===== config.mk =====
export PLATFORM = sky130hd
export DESIGN_NAME = pmw_power_ctrl
export DESIGN_NICKNAME = d
export VERILOG_FILES = /design/src/verilog/pmw_pkg.sv /design/src/verilog/pmw_power_ctrl.sv
export VERILOG_INCLUDE_DIRS = /design/src /design/src/verilog
export SDC_FILE = /design/constraint.sdc
export NUM_CORES = 1
export LEC_CHECK = 0
export ABC_CLOCK_PERIOD_IN_PS = 4100
export BUFFER_PORTS_ARGS = -buffer_cell sky130_fd_sc_hd__buf_2
export CORE_UTILIZATION = 51
export CTS_CLUSTER_DIAMETER = 100
export DETAILED_ROUTE_END_ITERATION = 12
export GPL_TIMING_DRIVEN = 0
export PLACE_DENSITY = 0.73
export REMOVE_ABC_BUFFERS = 1
export SLEW_MARGIN = 20
export SYNTH_ARGS = -nofsm -noshare
export SYNTH_HDL_FRONTEND = slang
export SYNTH_SLANG_ARGS = --single-unit

===== constraint.sdc =====
create_clock -name ref_clk -period 4.1 [get_ports ref_clk]
set_input_delay 0.205 -clock ref_clk [delete_from_list [all_inputs] [get_ports ref_clk]]
set_output_delay 0.205 -clock ref_clk [all_outputs]
set_load 0.01 [all_outputs]

===== src/verilog/pmw_params.svh =====
// Constants of the power-mode and wake-up controller: register byte
// addresses, field positions, reset values and wait-timing figures.
// Assumes inclusion by bare name from the package and the design module.
`ifndef PMW_PARAMS_SVH
`define PMW_PARAMS_SVH

// Register byte addresses on the Avalon-MM bus
`define PMW_ADDR_LOCK_COUNT   32'h4000_0000
`define PMW_ADDR_SETTLE_WAIT  32'h4000_0004
`define PMW_ADDR_CLOCK_GATE   32'h4000_0020
`define PMW_ADDR_POWER_MGMT   32'h4000_0030
`define PMW_ADDR_STATUS       32'h4000_0034

// Reset values
`define PMW_RST_LOCK_COUNT    32'h0fff_0fff
`define PMW_RST_SETTLE_WAIT   32'h5000_5000
`define PMW_RST_CLOCK_GATE    32'h03ff_fff0
`define PMW_RST_POWER_MGMT    32'h0000_0000

// Lock count fields (main pll in the low half, usb pll in the high half)
`define PMW_LOCK_MAIN_MSB     11
`define PMW_LOCK_MAIN_LSB     0
`define PMW_LOCK_USB_MSB      27
`define PMW_LOCK_USB_LSB      16
`define PMW_LOCK_W            12
// Settle count fields
`define PMW_SETTLE_MAIN_MSB   15
`define PMW_SETTLE_MAIN_LSB   0
`define PMW_SETTLE_USB_MSB    31
`define PMW_SETTLE_USB_LSB    16
`define PMW_CNT_W             16
// Lock wait is the count times 16 reference periods: a 4-bit shift
`define PMW_LOCK_SHIFT_ZERO   4'h0

// Clock gate control fields
`define PMW_CG_STOP_BIT       0
`define PMW_CG_IDLE_BIT       2
`define PMW_CG_PERIPH_MSB     29
`define PMW_CG_PERIPH_LSB     4
`define PMW_PERIPH_W          26

// Power management register fields
`define PMW_PM_CODE_MSB       7
`define PMW_PM_CODE_LSB       0
`define PMW_PM_BATT_MSB       9
`define PMW_PM_BATT_LSB       8
`define PMW_PM_SOFT_RST_BIT   16
`define PMW_SLEEP_CODE        8'ha3

// Status register fields
`define PMW_ST_MODE_MSB       2
`define PMW_ST_MODE_LSB       0
`define PMW_ST_BATT_SLEEP_BIT 3
`define PMW_ST_MAIN_RDY_BIT   4
`define PMW_ST_USB_RDY_BIT    5

`endif


===== src/verilog/pmw_pkg.sv =====
// Types of the power-mode and wake-up controller.
// Assumes pmw_params.svh on the include path.
package pmw_pkg;
  `include "pmw_params.svh"

  // Power-mode sequencer states
  typedef enum logic [2:0] {
    PMW_NORMAL  = 3'b000,
    PMW_IDLE    = 3'b001,
    PMW_SR_WAIT = 3'b010,
    PMW_STOP    = 3'b011,
    PMW_SLEEP   = 3'b100,
    PMW_PWR_UP  = 3'b101,
    PMW_WAKE    = 3'b110
  } pmw_state_t;

  // Handling of a low battery fault input
  typedef enum logic [1:0] {
    PMW_BATT_IGNORE = 2'b00,
    PMW_BATT_FIQ    = 2'b01,
    PMW_BATT_SLEEP  = 2'b10
  } pmw_batt_mode_t;

  // Wake-up event lines
  typedef struct packed {
    logic [9:0] ext_int;
    logic       alarm_int;
    logic       pen_down_int;
    logic       modem_int;
  } pmw_wake_t;

  // Clock and oscillator controls towards the clock tree
  typedef struct packed {
    logic xtal_en;
    logic main_pll_en;
    logic usb_pll_en;
    logic core_clock_en;
    logic core_clock_ext;
  } pmw_clk_ctl_t;

endpackage : pmw_pkg


===== src/verilog/pmw_power_ctrl.sv =====
// Power-mode and wake-up controller: idle, stop and sleep entry, wake-up
// sequencing with oscillator settle and pll lock waits, reset scoping.
// Assumes ref_clk is the crystal reference clock and all inputs are
// synchronous to it; registers are reached over Avalon-MM.
//
// Summary of operation
// - Interrupt wake from stop or sleep switches the plls back on by itself.
// - Sleep wake restarts as after power-on, only dram contents and the wait registers are kept.
// - Stop wake resumes the previous working state without reinitialising.
// - Before lock: idle keeps pll clock, stop gives none, sleep gives external.
// - After lock: pll clock after idle or stop, external clock after sleep and from then on until cold reset.
// - In normal mode each peripheral clock follows its own enable bit.
// - Setting idle_request enters idle mode.
// - Setting stop_request enters stop mode.
// - Idle and stop end on any interrupt source, warm or cold reset.
// - Writing 0xA3 to sleep_entry_code enters sleep mode.
// - Coded sleep ends on external lines, alarm, warm or cold reset.
// - Battery-fault sleep ends only on external lines 1..0 or a reset.
// - Low battery fault is forwarded as fast irq, enters sleep, or is ignored.
// - Cold reset initialises every register and state.
// - Cold reset is masked while battery fault is low.
// - Warm and soft reset spare clock generator and power management.
// - Lock count holds usb count 27..16, main count 11..0, both all ones.
// - Pll lock wait lasts the lock count times 16 reference periods.
// - Settle register holds usb count 31..16, main 15..0, each 0x5000.
// - Crystal settle wait lasts the settle count in crystal periods.
// - Hardware inserts settle and lock waits, no core clock meanwhile except the external clock after sleep.
// - Idle and stop bits act on a rising edge, software clears them.
// - Stop or sleep first gets self-refresh acknowledge, then stops clocks.
// - Sleep drives regulator_off_n low, releasing it on wake together with oscillator and plls.
`timescale 1ns/1ps
`default_nettype none

module pmw_power_ctrl
  import pmw_pkg::*;
(
  // Clock and power-on reset
  input  wire logic                     ref_clk,
  input  wire logic                     nrst,
  // Avalon-MM register slave
  input  wire logic [31:0]              avs_address,
  input  wire logic                     avs_read,
  input  wire logic                     avs_write,
  input  wire logic [31:0]              avs_writedata,
  input  wire logic [3:0]               avs_byteenable,
  output var  logic [31:0]              avs_readdata,
  output var  logic                     avs_waitrequest,
  // Reset pins and battery fault
  input  wire logic                     cold_reset_n,
  input  wire logic                     warm_reset_n,
  input  wire logic                     battery_fault_n,
  // Wake-up sources
  input  wire pmw_wake_t                wake_src,
  // SDRAM self-refresh handshake
  output var  logic                     sdram_sr_req,
  input  wire logic                     sdram_sr_ack,
  // Clock tree, peripheral gates, regulator and system reset
  output var  pmw_clk_ctl_t             clk_ctl,
  output var  logic [`PMW_PERIPH_W-1:0] periph_clk_en,
  output var  logic                     regulator_off_n,
  output var  logic                     sys_reset_n,
  output var  logic                     fast_irq
);

  // Registers and state
  logic [31:0]            lock_count_q;
  logic [31:0]            settle_wait_q;
  logic [31:0]            clock_gate_q;
  logic [1:0]             batt_mode_q;
  logic                   soft_rst_q;
  logic                   idle_prev_q;
  logic                   stop_prev_q;
  pmw_state_t             state_q;
  pmw_state_t             state_d;
  logic                   to_sleep_q;
  logic                   batt_sleep_q;
  logic                   from_sleep_q;
  logic                   ext_clk_q;
  logic [1:0]             pll_rdy_q;
  logic [`PMW_CNT_W-1:0]  settle_val [2];
  logic [`PMW_LOCK_W-1:0] lock_val   [2];

  logic        cold_rst;
  logic        bus_req;
  logic        wr_take;
  logic        rd_start;
  logic [31:0] be_mask;
  logic [31:0] wr_lock;
  logic [31:0] wr_settle;
  logic [31:0] wr_gate;
  logic [31:0] wr_pm;
  logic [31:0] rd_mux;
  logic        sleep_code_wr;
  logic        idle_edge;
  logic        stop_edge;
  logic        batt_sleep_ev;
  logic        wake_full;
  logic        wake_sleep;
  logic        wake_batt;
  logic        wake_start;
  logic        pll_off;
  logic        sleep_wake;

  // Cold reset is honoured only while the battery is healthy
  assign cold_rst = !cold_reset_n && battery_fault_n;

  // Bus decode: a request is taken on the edge where waitrequest is low
  assign bus_req  = avs_read || avs_write;
  assign wr_take  = avs_write && !avs_waitrequest;
  assign rd_start = avs_read && avs_waitrequest;

  always_comb begin
    for (int b = 0; b < 4; b++) begin
      be_mask[b*8 +: 8] = {8{avs_byteenable[b]}};
    end
  end

  assign wr_lock   = (lock_count_q & ~be_mask) | (avs_writedata & be_mask);
  assign wr_settle = (settle_wait_q & ~be_mask) | (avs_writedata & be_mask);
  assign wr_gate   = (clock_gate_q & ~be_mask) | (avs_writedata & be_mask);
  assign wr_pm     = avs_writedata & be_mask;

  // Only the exact code starts sleep; any other byte is dropped
  assign sleep_code_wr = wr_take && (avs_address == `PMW_ADDR_POWER_MGMT) && avs_byteenable[0]
                         && (avs_writedata[`PMW_PM_CODE_MSB:`PMW_PM_CODE_LSB] == `PMW_SLEEP_CODE);

  // Mode bits act only on their rising edge
  assign idle_edge = clock_gate_q[`PMW_CG_IDLE_BIT] && !idle_prev_q;
  assign stop_edge = clock_gate_q[`PMW_CG_STOP_BIT] && !stop_prev_q;

  assign batt_sleep_ev = (batt_mode_q == PMW_BATT_SLEEP) && !battery_fault_n;

  // Wake source sets per entry kind
  assign wake_full  = (|wake_src.ext_int) || wake_src.alarm_int || wake_src.pen_down_int
                      || wake_src.modem_int || !warm_reset_n || !cold_reset_n;
  assign wake_sleep = (|wake_src.ext_int) || wake_src.alarm_int
                      || !warm_reset_n || !cold_reset_n;
  assign wake_batt  = (|wake_src.ext_int[1:0]) || !warm_reset_n || !cold_reset_n;

  // Counters restart when clocks come back from stop or after power-up
  assign wake_start = ((state_q == PMW_STOP) && wake_full) || (state_q == PMW_PWR_UP);
  assign pll_off    = (state_q == PMW_STOP) || (state_q == PMW_SLEEP);
  assign sleep_wake = (state_q == PMW_SLEEP) && (batt_sleep_q ? wake_batt : wake_sleep);

  // Sequencer next state
  always_comb begin
    state_d = state_q;
    case (state_q)
      PMW_NORMAL: begin
        if (stop_edge || sleep_code_wr || batt_sleep_ev) begin
          state_d = PMW_SR_WAIT;
        end else if (idle_edge) begin
          state_d = PMW_IDLE;
        end
      end
      PMW_IDLE: begin
        if (wake_full) begin
          state_d = PMW_NORMAL;
        end
      end
      PMW_SR_WAIT: begin
        if (sdram_sr_ack) begin
          state_d = to_sleep_q ? PMW_SLEEP : PMW_STOP;
        end
      end
      PMW_STOP: begin
        if (wake_full) begin
          state_d = PMW_WAKE;
        end
      end
      PMW_SLEEP: begin
        if (sleep_wake) begin
          state_d = PMW_PWR_UP;
        end
      end
      PMW_PWR_UP: begin
        state_d = PMW_WAKE;
      end
      PMW_WAKE: begin
        if (&pll_rdy_q) begin
          state_d = PMW_NORMAL;
        end
      end
      default: begin
        state_d = PMW_NORMAL;
      end
    endcase
    // Cold reset overrides any transition so the registered outputs reinitialise too
    if (cold_rst) begin
      state_d = PMW_NORMAL;
    end
  end

  // Sequencer state and entry bookkeeping
  always_ff @(posedge ref_clk or negedge nrst) begin
    if (!nrst) begin
      state_q      <= PMW_NORMAL;
      to_sleep_q   <= 1'b0;
      batt_sleep_q <= 1'b0;
      from_sleep_q <= 1'b0;
    end else if (cold_rst) begin
      state_q      <= PMW_NORMAL;
      to_sleep_q   <= 1'b0;
      batt_sleep_q <= 1'b0;
      from_sleep_q <= 1'b0;
    end else begin
      state_q <= state_d;
      if (state_q == PMW_NORMAL && state_d == PMW_SR_WAIT) begin
        to_sleep_q   <= !stop_edge;
        batt_sleep_q <= !stop_edge && !sleep_code_wr;
      end
      if (state_q == PMW_STOP && state_d == PMW_WAKE) begin
        from_sleep_q <= 1'b0;
      end else if (state_q == PMW_SLEEP && state_d == PMW_PWR_UP) begin
        from_sleep_q <= 1'b1;
      end
    end
  end

  // Once woken from sleep the core keeps the external clock
  always_ff @(posedge ref_clk or negedge nrst) begin
    if (!nrst) begin
      ext_clk_q <= 1'b0;
    end else if (cold_rst) begin
      ext_clk_q <= 1'b0;
    end else if (state_q == PMW_SLEEP && state_d == PMW_PWR_UP) begin
      ext_clk_q <= 1'b1;
    end
  end

  // Field views of the two wait registers, main pll first
  assign settle_val[0] = settle_wait_q[`PMW_SETTLE_MAIN_MSB:`PMW_SETTLE_MAIN_LSB];
  assign settle_val[1] = settle_wait_q[`PMW_SETTLE_USB_MSB:`PMW_SETTLE_USB_LSB];
  assign lock_val[0]   = lock_count_q[`PMW_LOCK_MAIN_MSB:`PMW_LOCK_MAIN_LSB];
  assign lock_val[1]   = lock_count_q[`PMW_LOCK_USB_MSB:`PMW_LOCK_USB_LSB];

  // Per-pll settle then lock wait, counted in reference periods
  for (genvar p = 0; p < 2; p++) begin : g_pll
    logic [`PMW_CNT_W-1:0] cnt_q;
    logic                  lock_ph_q;

    always_ff @(posedge ref_clk or negedge nrst) begin
      if (!nrst) begin
        cnt_q        <= '0;
        lock_ph_q    <= 1'b0;
        pll_rdy_q[p] <= 1'b1;
      end else if (cold_rst) begin
        cnt_q        <= '0;
        lock_ph_q    <= 1'b0;
        pll_rdy_q[p] <= 1'b1;
      end else if (pll_off) begin
        pll_rdy_q[p] <= 1'b0;
        if (wake_start) begin
          cnt_q     <= settle_val[p];
          lock_ph_q <= 1'b0;
        end
      end else if (wake_start) begin
        cnt_q        <= settle_val[p];
        lock_ph_q    <= 1'b0;
        pll_rdy_q[p] <= 1'b0;
      end else if (!pll_rdy_q[p]) begin
        if (cnt_q != '0) begin
          cnt_q <= cnt_q - 1'b1;
        end else if (!lock_ph_q) begin
          lock_ph_q <= 1'b1;
          cnt_q     <= {lock_val[p], `PMW_LOCK_SHIFT_ZERO};
        end else begin
          pll_rdy_q[p] <= 1'b1;
        end
      end
    end
  end

  // Read mux; unmapped and write-only fields read as zero
  always_comb begin
    rd_mux = '0;
    case (avs_address)
      `PMW_ADDR_LOCK_COUNT:  rd_mux = lock_count_q;
      `PMW_ADDR_SETTLE_WAIT: rd_mux = settle_wait_q;
      `PMW_ADDR_CLOCK_GATE:  rd_mux = clock_gate_q;
      `PMW_ADDR_POWER_MGMT:  rd_mux[`PMW_PM_BATT_MSB:`PMW_PM_BATT_LSB] = batt_mode_q;
      `PMW_ADDR_STATUS: begin
        rd_mux[`PMW_ST_MODE_MSB:`PMW_ST_MODE_LSB] = state_q;
        rd_mux[`PMW_ST_BATT_SLEEP_BIT]            = batt_sleep_q;
        rd_mux[`PMW_ST_MAIN_RDY_BIT]              = pll_rdy_q[0];
        rd_mux[`PMW_ST_USB_RDY_BIT]               = pll_rdy_q[1];
      end
      default: rd_mux = '0;
    endcase
  end

  // Wait-time registers survive warm, soft and sleep resets
  always_ff @(posedge ref_clk or negedge nrst) begin
    if (!nrst) begin
      lock_count_q  <= `PMW_RST_LOCK_COUNT;
      settle_wait_q <= `PMW_RST_SETTLE_WAIT;
    end else if (cold_rst) begin
      lock_count_q  <= `PMW_RST_LOCK_COUNT;
      settle_wait_q <= `PMW_RST_SETTLE_WAIT;
    end else if (wr_take) begin
      if (avs_address == `PMW_ADDR_LOCK_COUNT) begin
        lock_count_q <= wr_lock & `PMW_RST_LOCK_COUNT;
      end
      if (avs_address == `PMW_ADDR_SETTLE_WAIT) begin
        settle_wait_q <= wr_settle;
      end
    end
  end

  // Clock gate and power management: reinitialised after sleep like power-on
  always_ff @(posedge ref_clk or negedge nrst) begin
    if (!nrst) begin
      clock_gate_q <= `PMW_RST_CLOCK_GATE;
      batt_mode_q  <= 2'(`PMW_RST_POWER_MGMT >> `PMW_PM_BATT_LSB);
    end else if (cold_rst || (state_q == PMW_SLEEP && state_d == PMW_PWR_UP)) begin
      clock_gate_q <= `PMW_RST_CLOCK_GATE;
      batt_mode_q  <= 2'(`PMW_RST_POWER_MGMT >> `PMW_PM_BATT_LSB);
    end else if (wr_take) begin
      if (avs_address == `PMW_ADDR_CLOCK_GATE) begin
        clock_gate_q <= wr_gate;
      end
      if (avs_address == `PMW_ADDR_POWER_MGMT && avs_byteenable[1]) begin
        batt_mode_q <= wr_pm[`PMW_PM_BATT_MSB:`PMW_PM_BATT_LSB];
      end
    end
  end

  // Previous mode-bit values; bits stay set until software clears them
  always_ff @(posedge ref_clk or negedge nrst) begin
    if (!nrst) begin
      idle_prev_q <= 1'b0;
      stop_prev_q <= 1'b0;
    end else begin
      idle_prev_q <= clock_gate_q[`PMW_CG_IDLE_BIT];
      stop_prev_q <= clock_gate_q[`PMW_CG_STOP_BIT];
    end
  end

  // Soft reset is a write-one pulse; it never reads back
  always_ff @(posedge ref_clk or negedge nrst) begin
    if (!nrst) begin
      soft_rst_q <= 1'b0;
    end else begin
      soft_rst_q <= wr_take && (avs_address == `PMW_ADDR_POWER_MGMT)
                    && wr_pm[`PMW_PM_SOFT_RST_BIT];
    end
  end

  // Registered outputs, derived from the next state so they change with it
  always_ff @(posedge ref_clk or negedge nrst) begin
    if (!nrst) begin
      avs_waitrequest <= 1'b1;
      avs_readdata    <= '0;
      sdram_sr_req    <= 1'b0;
      clk_ctl         <= '{xtal_en: 1'b1, main_pll_en: 1'b1, usb_pll_en: 1'b1,
                           core_clock_en: 1'b1, core_clock_ext: 1'b0};
      periph_clk_en   <= `PMW_PERIPH_W'(`PMW_RST_CLOCK_GATE >> `PMW_CG_PERIPH_LSB);
      regulator_off_n <= 1'b1;
      sys_reset_n     <= 1'b0;
      fast_irq        <= 1'b0;
    end else begin
      // Waitrequest drops for exactly one cycle per request, so back-to-back accesses cost two cycles
      avs_waitrequest <= !(avs_waitrequest && bus_req);
      avs_readdata    <= rd_start ? rd_mux : avs_readdata;  // Held until the next read
      // Self-refresh held from entry until the wake sequence ends
      sdram_sr_req <= (state_d != PMW_NORMAL) && (state_d != PMW_IDLE);
      // Oscillator and plls stop only once self-refresh is acknowledged
      clk_ctl.xtal_en     <= (state_d != PMW_STOP) && (state_d != PMW_SLEEP);
      clk_ctl.main_pll_en <= (state_d != PMW_STOP) && (state_d != PMW_SLEEP);
      clk_ctl.usb_pll_en  <= (state_d != PMW_STOP) && (state_d != PMW_SLEEP);
      // Core clock: stopped in idle, stop and sleep; during waits only after sleep
      case (state_d)
        PMW_NORMAL, PMW_SR_WAIT: clk_ctl.core_clock_en <= 1'b1;
        PMW_WAKE:                clk_ctl.core_clock_en <= from_sleep_q;
        default:                 clk_ctl.core_clock_en <= 1'b0;
      endcase
      clk_ctl.core_clock_ext <= ext_clk_q || (state_q == PMW_SLEEP && state_d == PMW_PWR_UP);
      // Peripheral gates follow their enable bits in normal and idle mode only
      periph_clk_en <= (state_d == PMW_NORMAL || state_d == PMW_IDLE)
                       ? clock_gate_q[`PMW_CG_PERIPH_MSB:`PMW_CG_PERIPH_LSB] : '0;
      // Regulator is off in sleep and is released on wake in the same cycle as oscillator and plls
      regulator_off_n <= (state_d != PMW_SLEEP);
      // System reset scope: warm, soft, cold and sleep wake; this block is spared
      sys_reset_n <= warm_reset_n && !soft_rst_q && !cold_rst
                     && (state_d != PMW_PWR_UP) && !(state_d == PMW_WAKE && from_sleep_q);
      fast_irq    <= (batt_mode_q == PMW_BATT_FIQ) && !battery_fault_n;
    end
  end

endmodule : pmw_power_ctrl

`default_nettype wire


After elaboration in Yosys (flattened, before gate mapping):

Cells that the tools add are included.

* logic and storage cells: 223
* bits of input ports: 89
* output and inout bits: 68
* flip-flop bits (word level): 210

* muxes and demuxes: 75
* reductions and logical operators: 81
* bitwise operators: 8
* $add $sub $neg: 2
* equal/unequal tests: 29

Operator list (count)
* two-way mux 32 bit: 9
* two-way mux 16 bit: 14
* == test 32 x 31 -> 1 bit, second input constant: 5
* bitwise AND 32 bit: 3
* case mux 22 bit (3 select lines): 1
* OR 32 bit: 2
* two-way mux 1 bit: 32
* NOT 32 bit: 1
* nonzero test 16 bit: 2
* subtractor 16 x 1 -> 16 bit, second input constant: 2
* two-way mux 3 bit: 10
* bitwise AND 28 bit: 1
* OR 28 bit: 1
* logical AND 1 bit: 26
* two-way mux 26 bit: 1
* case mux 6 bit (4 select lines): 1
* case mux 3 bit (7 select lines): 1
* logical OR 1 bit: 17
* nonzero test 2 bit: 8
* == test 3 bit, second input constant: 5
* inequality test 3 bit, second input constant: 5
* zero test 1 bit: 12
* AND reduction 3 bit: 4
* AND reduction 2 bit: 5
* other kinds (16): 27

Longest topological paths before layout:

* depth in word-level cells: 15
* gate-level depth with buffers: 9
* depth with buffers taken out: 8

Worst setup path before layout:

OpenSTA, ideal clock, no wires.

* kind: reg-to-reg
* start point: register g_pll[1].cnt_q[2]
* end point: register g_pll[1].cnt_q[6]
* data required time: 3.979 ns
* path buffers: 3
* setup time: 0.121 ns
* clock period less this slack: 2.252 ns
* cell stages (with the launch flop): 9
* arrival time: 2.131 ns
* path slack: 1.848 ns
* cells stage by stage: dfrtp_1 -> buf_2 -> or4_4 -> or4_4 -> buf_6 -> buf_6 -> o21ai_1 -> o21ai_1 -> a22o_1

* word-level cells in the longest chain between the ends: 6
* elaborated cells between the ends (all ways): 9
* classes of those cells: add/sub: 1; eq/ne: 1; mux: 5; reduce/logical: 2

Ends and longest elaborated chain
* from (decl): RTL line pmw_power_ctrl.sv:239 `` logic [`PMW_CNT_W-1:0] cnt_q; ``
* from (signal assigned): RTL line pmw_power_ctrl.sv:254 `cnt_q <= settle_val[p];`
* from (signal assigned): RTL line pmw_power_ctrl.sv:258 `cnt_q <= settle_val[p];`
* from (signal assigned): RTL line pmw_power_ctrl.sv:263 `cnt_q <= cnt_q - 1'b1;`
* subtractor 16 x 1 -> 16 bit / nonzero test 16 bit (equally long branches): RTL line pmw_power_ctrl.sv:263, pmw_power_ctrl.sv:262
* two-way mux 16 bit: RTL line pmw_power_ctrl.sv:262 `if (cnt_q != '0) begin`
* two-way mux 16 bit: RTL line pmw_power_ctrl.sv:261 `end else if (!pll_rdy_q[p]) begin`
* two-way mux 16 bit: RTL line pmw_power_ctrl.sv:257 `end else if (wake_start) begin`
* two-way mux 16 bit: RTL line pmw_power_ctrl.sv:251 `end else if (pll_off) begin`
* two-way mux 16 bit: RTL line pmw_power_ctrl.sv:247 `end else if (cold_rst) begin`

Parallel ways exist; a longest one is shown, timed or not. The select of a mux whose other input is x is not followed.
A chain may end at the register's enable or synchronous reset.

Final worst setup path:

* start point: input warm_reset_n
* end point: register g_pll[0].cnt_q[6]

* word-level cells in the longest chain between the ends: 8
* elaborated cells between the ends (all ways): 12
* classes of those cells: eq/ne: 3; mux: 3; reduce/logical: 6

Ends and longest elaborated chain
* from (decl): RTL line pmw_power_ctrl.sv:50 `input wire logic warm_reset_n,`
* zero test 1 bit *: RTL line pmw_power_ctrl.sv:135 `|| wake_src.modem_int || !warm_reset_n || !cold_reset_n;`
* logical OR 1 bit * (2 in series): RTL line pmw_power_ctrl.sv:135
* logical AND 1 bit *: RTL line pmw_power_ctrl.sv:141 `assign wake_start = ((state_q == PMW_STOP) && wake_full) || (state_q == PMW_PWR_UP);`
* logical OR 1 bit *: RTL line pmw_power_ctrl.sv:141
* two-way mux 16 bit: RTL line pmw_power_ctrl.sv:257
* two-way mux 16 bit: RTL line pmw_power_ctrl.sv:251
* two-way mux 16 bit: RTL line pmw_power_ctrl.sv:247
* to (signal assigned): RTL line pmw_power_ctrl.sv:254
* to (signal assigned): RTL line pmw_power_ctrl.sv:258
* to (signal assigned): RTL line pmw_power_ctrl.sv:263
* to (decl): RTL line pmw_power_ctrl.sv:239

Every way passes the cells marked *; elsewhere a longest branch is shown, timed or not.

==> reports/metrics.csv <==
metric,value,unit
status,"finished, final reports clean",
max_freq,288.9,MHz
gp_congestion,0.8595,
totalWireLength,27540,um
rows,51,
seq_area_frac_synth,50.99,%
syn_inst,1024,
hold_depth,3,
core,0.01946,mm^2
finClkSkew,0.01794,ns
grt_max_degree,91,
worstSetupPathType,input port to flop,
tritoncts,yes,
netlist_area,0.01010,mm^2
die_area,0.02038,mm^2
finalHoldViolCount,0,
die_width,142.8,um
fin_nets,1279,
yosys.area.top_type,dfrtp_1,
grt_pass1_vias,8140,
design_area,0.01221,mm^2
ys.flop_type,dfrtp_1,
finalSetupTns,0,ns
start_util,51.92,%
ys_warn_count,0,
pwr-share-seq,40.9,%
crit_cells,8,
final_max_slew_viol_count,0,
netlist.area_leader.share,30.71,%
drc,0,
tightest_slew,1.030,ns
ys_types,67,
power_leakage,5.108,nW
clockPowerShare,35.0,%
critPathSlowestCell,a21oi_2,
combPwrFrac,24.1,%
htreeDepth,1,
groute.usage.overall,27.37,%
io_pins,157,
synth_edf_count,0,
grt_first_pass_wirelength,43240,um
period_share,84.42,%
p_per_area,472.5,mW/mm^2
numCtsBuffers,23,
antenna_found_initial,1,
p_int,4.006,mW
ir_worst_vdd,0.3565,mV
antenna_left,0,
root_buffer,clkbuf_16,
clk_path_buf_depth,3,
synth-async-reset-ratio,100.0,%
vias,8458,
cp_top_family,compound AO/OA/AOI/OAI gates,
rr_worst_depth,6,
finalSetupViolations,0,
critical_path.cell_chain,dlygate4sd3_1 -> buf_2 -> or4bb_1 -> nor4_1 -> o221ai_1 -> a21oi_2 -> nor2_1 -> a22o_1,
placed_area,0.01112,mm^2
worstPathRequired,4.49,ns
synth-seq-cells,202,
max_slew_margin,31.22,%
post_synth.cell_area_avg,9.868,um^2
p_sw_share,30.59,%
arrival,3.85,ns
routed_via_density,5.758,
cts_resized,0,
dp_hpwl,18260,um
clkLatencyLatePin,0.52,ns
min_path_type,input port to flop,
synth.area.top_cells,"dfrtp_1 (31%), dfstp_2 (20%), mux2i_1 (7.7%)",
die_h,142.8,um
slowest_delay,0.82,ns
drive_gt1_share,26.18,%
clock_sinks,202,
clkTransAtPathRegs,0.06,ns
portBuffers,156,
first_iter_violations,649,
wl_per_cell,18.74,um
overflow,0,
start_kind,input port,
firstDrtPassIters,5,
p_sw,1.766,mW
area_growth,20.88,%
crit_fanout,22,
cap_violations,0,
rsz0062_at_grt,false,
fin_crit,3.461,ns
cp_num_buf_inv,2,
endpoint_kind,flop,
power by group through the flow:
| stage | logic (mW) | clock network [mW] | registers, mW |
|---|---|---|---|
| finish | 1.39 | 2.02 | 2.36 |
| global route | 1.55 | 2.12 | 2.39 |
| CTS | 1.39 | 2.04 | 2.36 |
| detailed placement | 1.35 | 0 | 2.39 |
| global placement | 1.31 | 0 | 2.38 |
| floorplan | 0.957 | 0 | 2.37 |
stage by stage:
stage               util, %  power (mW)  std cells  hold slack, ns  setup slack (ns)
floorplan                 -       3.323        964        -0.09059          -0.02920
global placement      56.13       3.684       1385          0.3762            -2.103
detailed placement    57.16       3.741       1391          0.1207            0.5350
CTS                   62.69       5.786       1468       0.0008483            0.5475
global route          62.76       6.065       1469        0.008974            0.4186
finish                62.76       5.771       1469         0.01250            0.6389
area by class of cell:
class                   count  area, um^2
fillers                  1638        7248
flip-flops and latches    202        5152
multi-input cells         752        4674
repair buffers            197        1289
clock buffers              37       648.1
well taps                 265       331.6
clock inverters             5       78.83
inverters                  10       37.54
diodes                      1       2.502
layer usage:
metal	vias up	global-route usage (%)	part of all wire [%]
li1	3967	-	-
met2	270	47.08	51
met3	48	4.058	5.2
met4	0	9.168	2.4
met5	-	0	0
met1	4173	35.33	42
what timing repair did:
action	CTS	global route
setup endpoints to repair	0	0
hold buffers	35	0
buffers inserted	0	0
endpoints found under the hold margin	164	0
cells in the final DEF, fill, tap and decap left out, types with 23 or more instances in the layout:
master | netlist | layout
nand2_1 | 177 | 176
buf_2 | 7 | 154
dfrtp_1 | 124 | 124
nor2_1 | 79 | 79
mux2i_1 | 78 | 78
dfstp_2 | 78 | 78
a21oi_1 | 64 | 64
o21ai_0 | 41 | 40
dlygate4sd3_1 | 0 | 35
and2_1 | 30 | 29
clkbuf_16 | 0 | 23
Yosys cell counts (6+ instances only):
master    number
nor2_2         6
inv_1         10
clkbuf_1      37
xor2_1         9
nand4_1       10
and3_1         9
nand3b_1       6
nand3_1       21
nand2_1      177
nor4_1        15
nor2b_1        8
dfstp_2       78
nor3_1        21
dfrtp_1      124
a22o_1        16
or4_1          6
o31ai_1       13
a21oi_1       64
xnor2_1       11
a22oi_1       10
a32oi_1        8
buf_2          7
and2_1        30
mux2_2        15
mux2i_1       78
o21ai_1       10
o21ai_0       41
nor2_1        79
a211oi_1       6
a221oi_1      15
sequential cells by signal (all words and copies together) (netlist names), 2 cells and up:
name	flops
batt_mode_q	2
state_q	3
pll_rdy_q	2
periph_clk_en	26
lock_count_q	24
settle_wait_q	32
g_pll.lock_ph_q	2
g_pll.cnt_q	32
avs_readdata	32
clock_gate_q	32
clk_ctl	3
path summary, 6_finish.rpt:
kind,to,slack (ns),from
setup / recovery,g_pll[0].cnt_q[6]$_DFFE_PN0P_,0.64,warm_reset_n
hold / removal,settle_wait_q[9]$_DFFE_PN0P_,0.01,avs_writedata[9]
setup reg to reg,g_pll[0].cnt_q[6]$_DFFE_PN0P_,0.90,g_pll[0].cnt_q[7]$_DFFE_PN0P_
hold reg to reg,stop_prev_q$_DFF_PN0_,0.44,clock_gate_q[0]$_DFFE_PN0P_
max in group asynchronous,avs_waitrequest$_DFF_PN1_,3.13,nrst
min in group asynchronous,avs_readdata[17]$_DFFE_PN0P_,0.17,nrst
kinds of logic after synthesis:
kind of cell             Yosys count  share of synthesized area [%]
adder cells (fa/ha/maj)            4                         0.4953
XOR/XNOR                          20                          1.734
multiplexers                      93                          9.398
buffers and inverters             70                          3.269
AO/OA/AOI/OAI                    204                          12.94
AND/OR/NAND/NOR                  431                          21.17
flip-flops                       202                          50.99
worst reg2reg max path, cell delays in order (launching register included):
cell	delay [ns]
dfrtp_1	0.42
nor3_1	0.50
nand4_1	0.38
or3_1	0.43
a21oi_2	0.75
nor2_1	0.32
a22o_1	0.28
No activity file was read; power rests on OpenSTA's default activity.
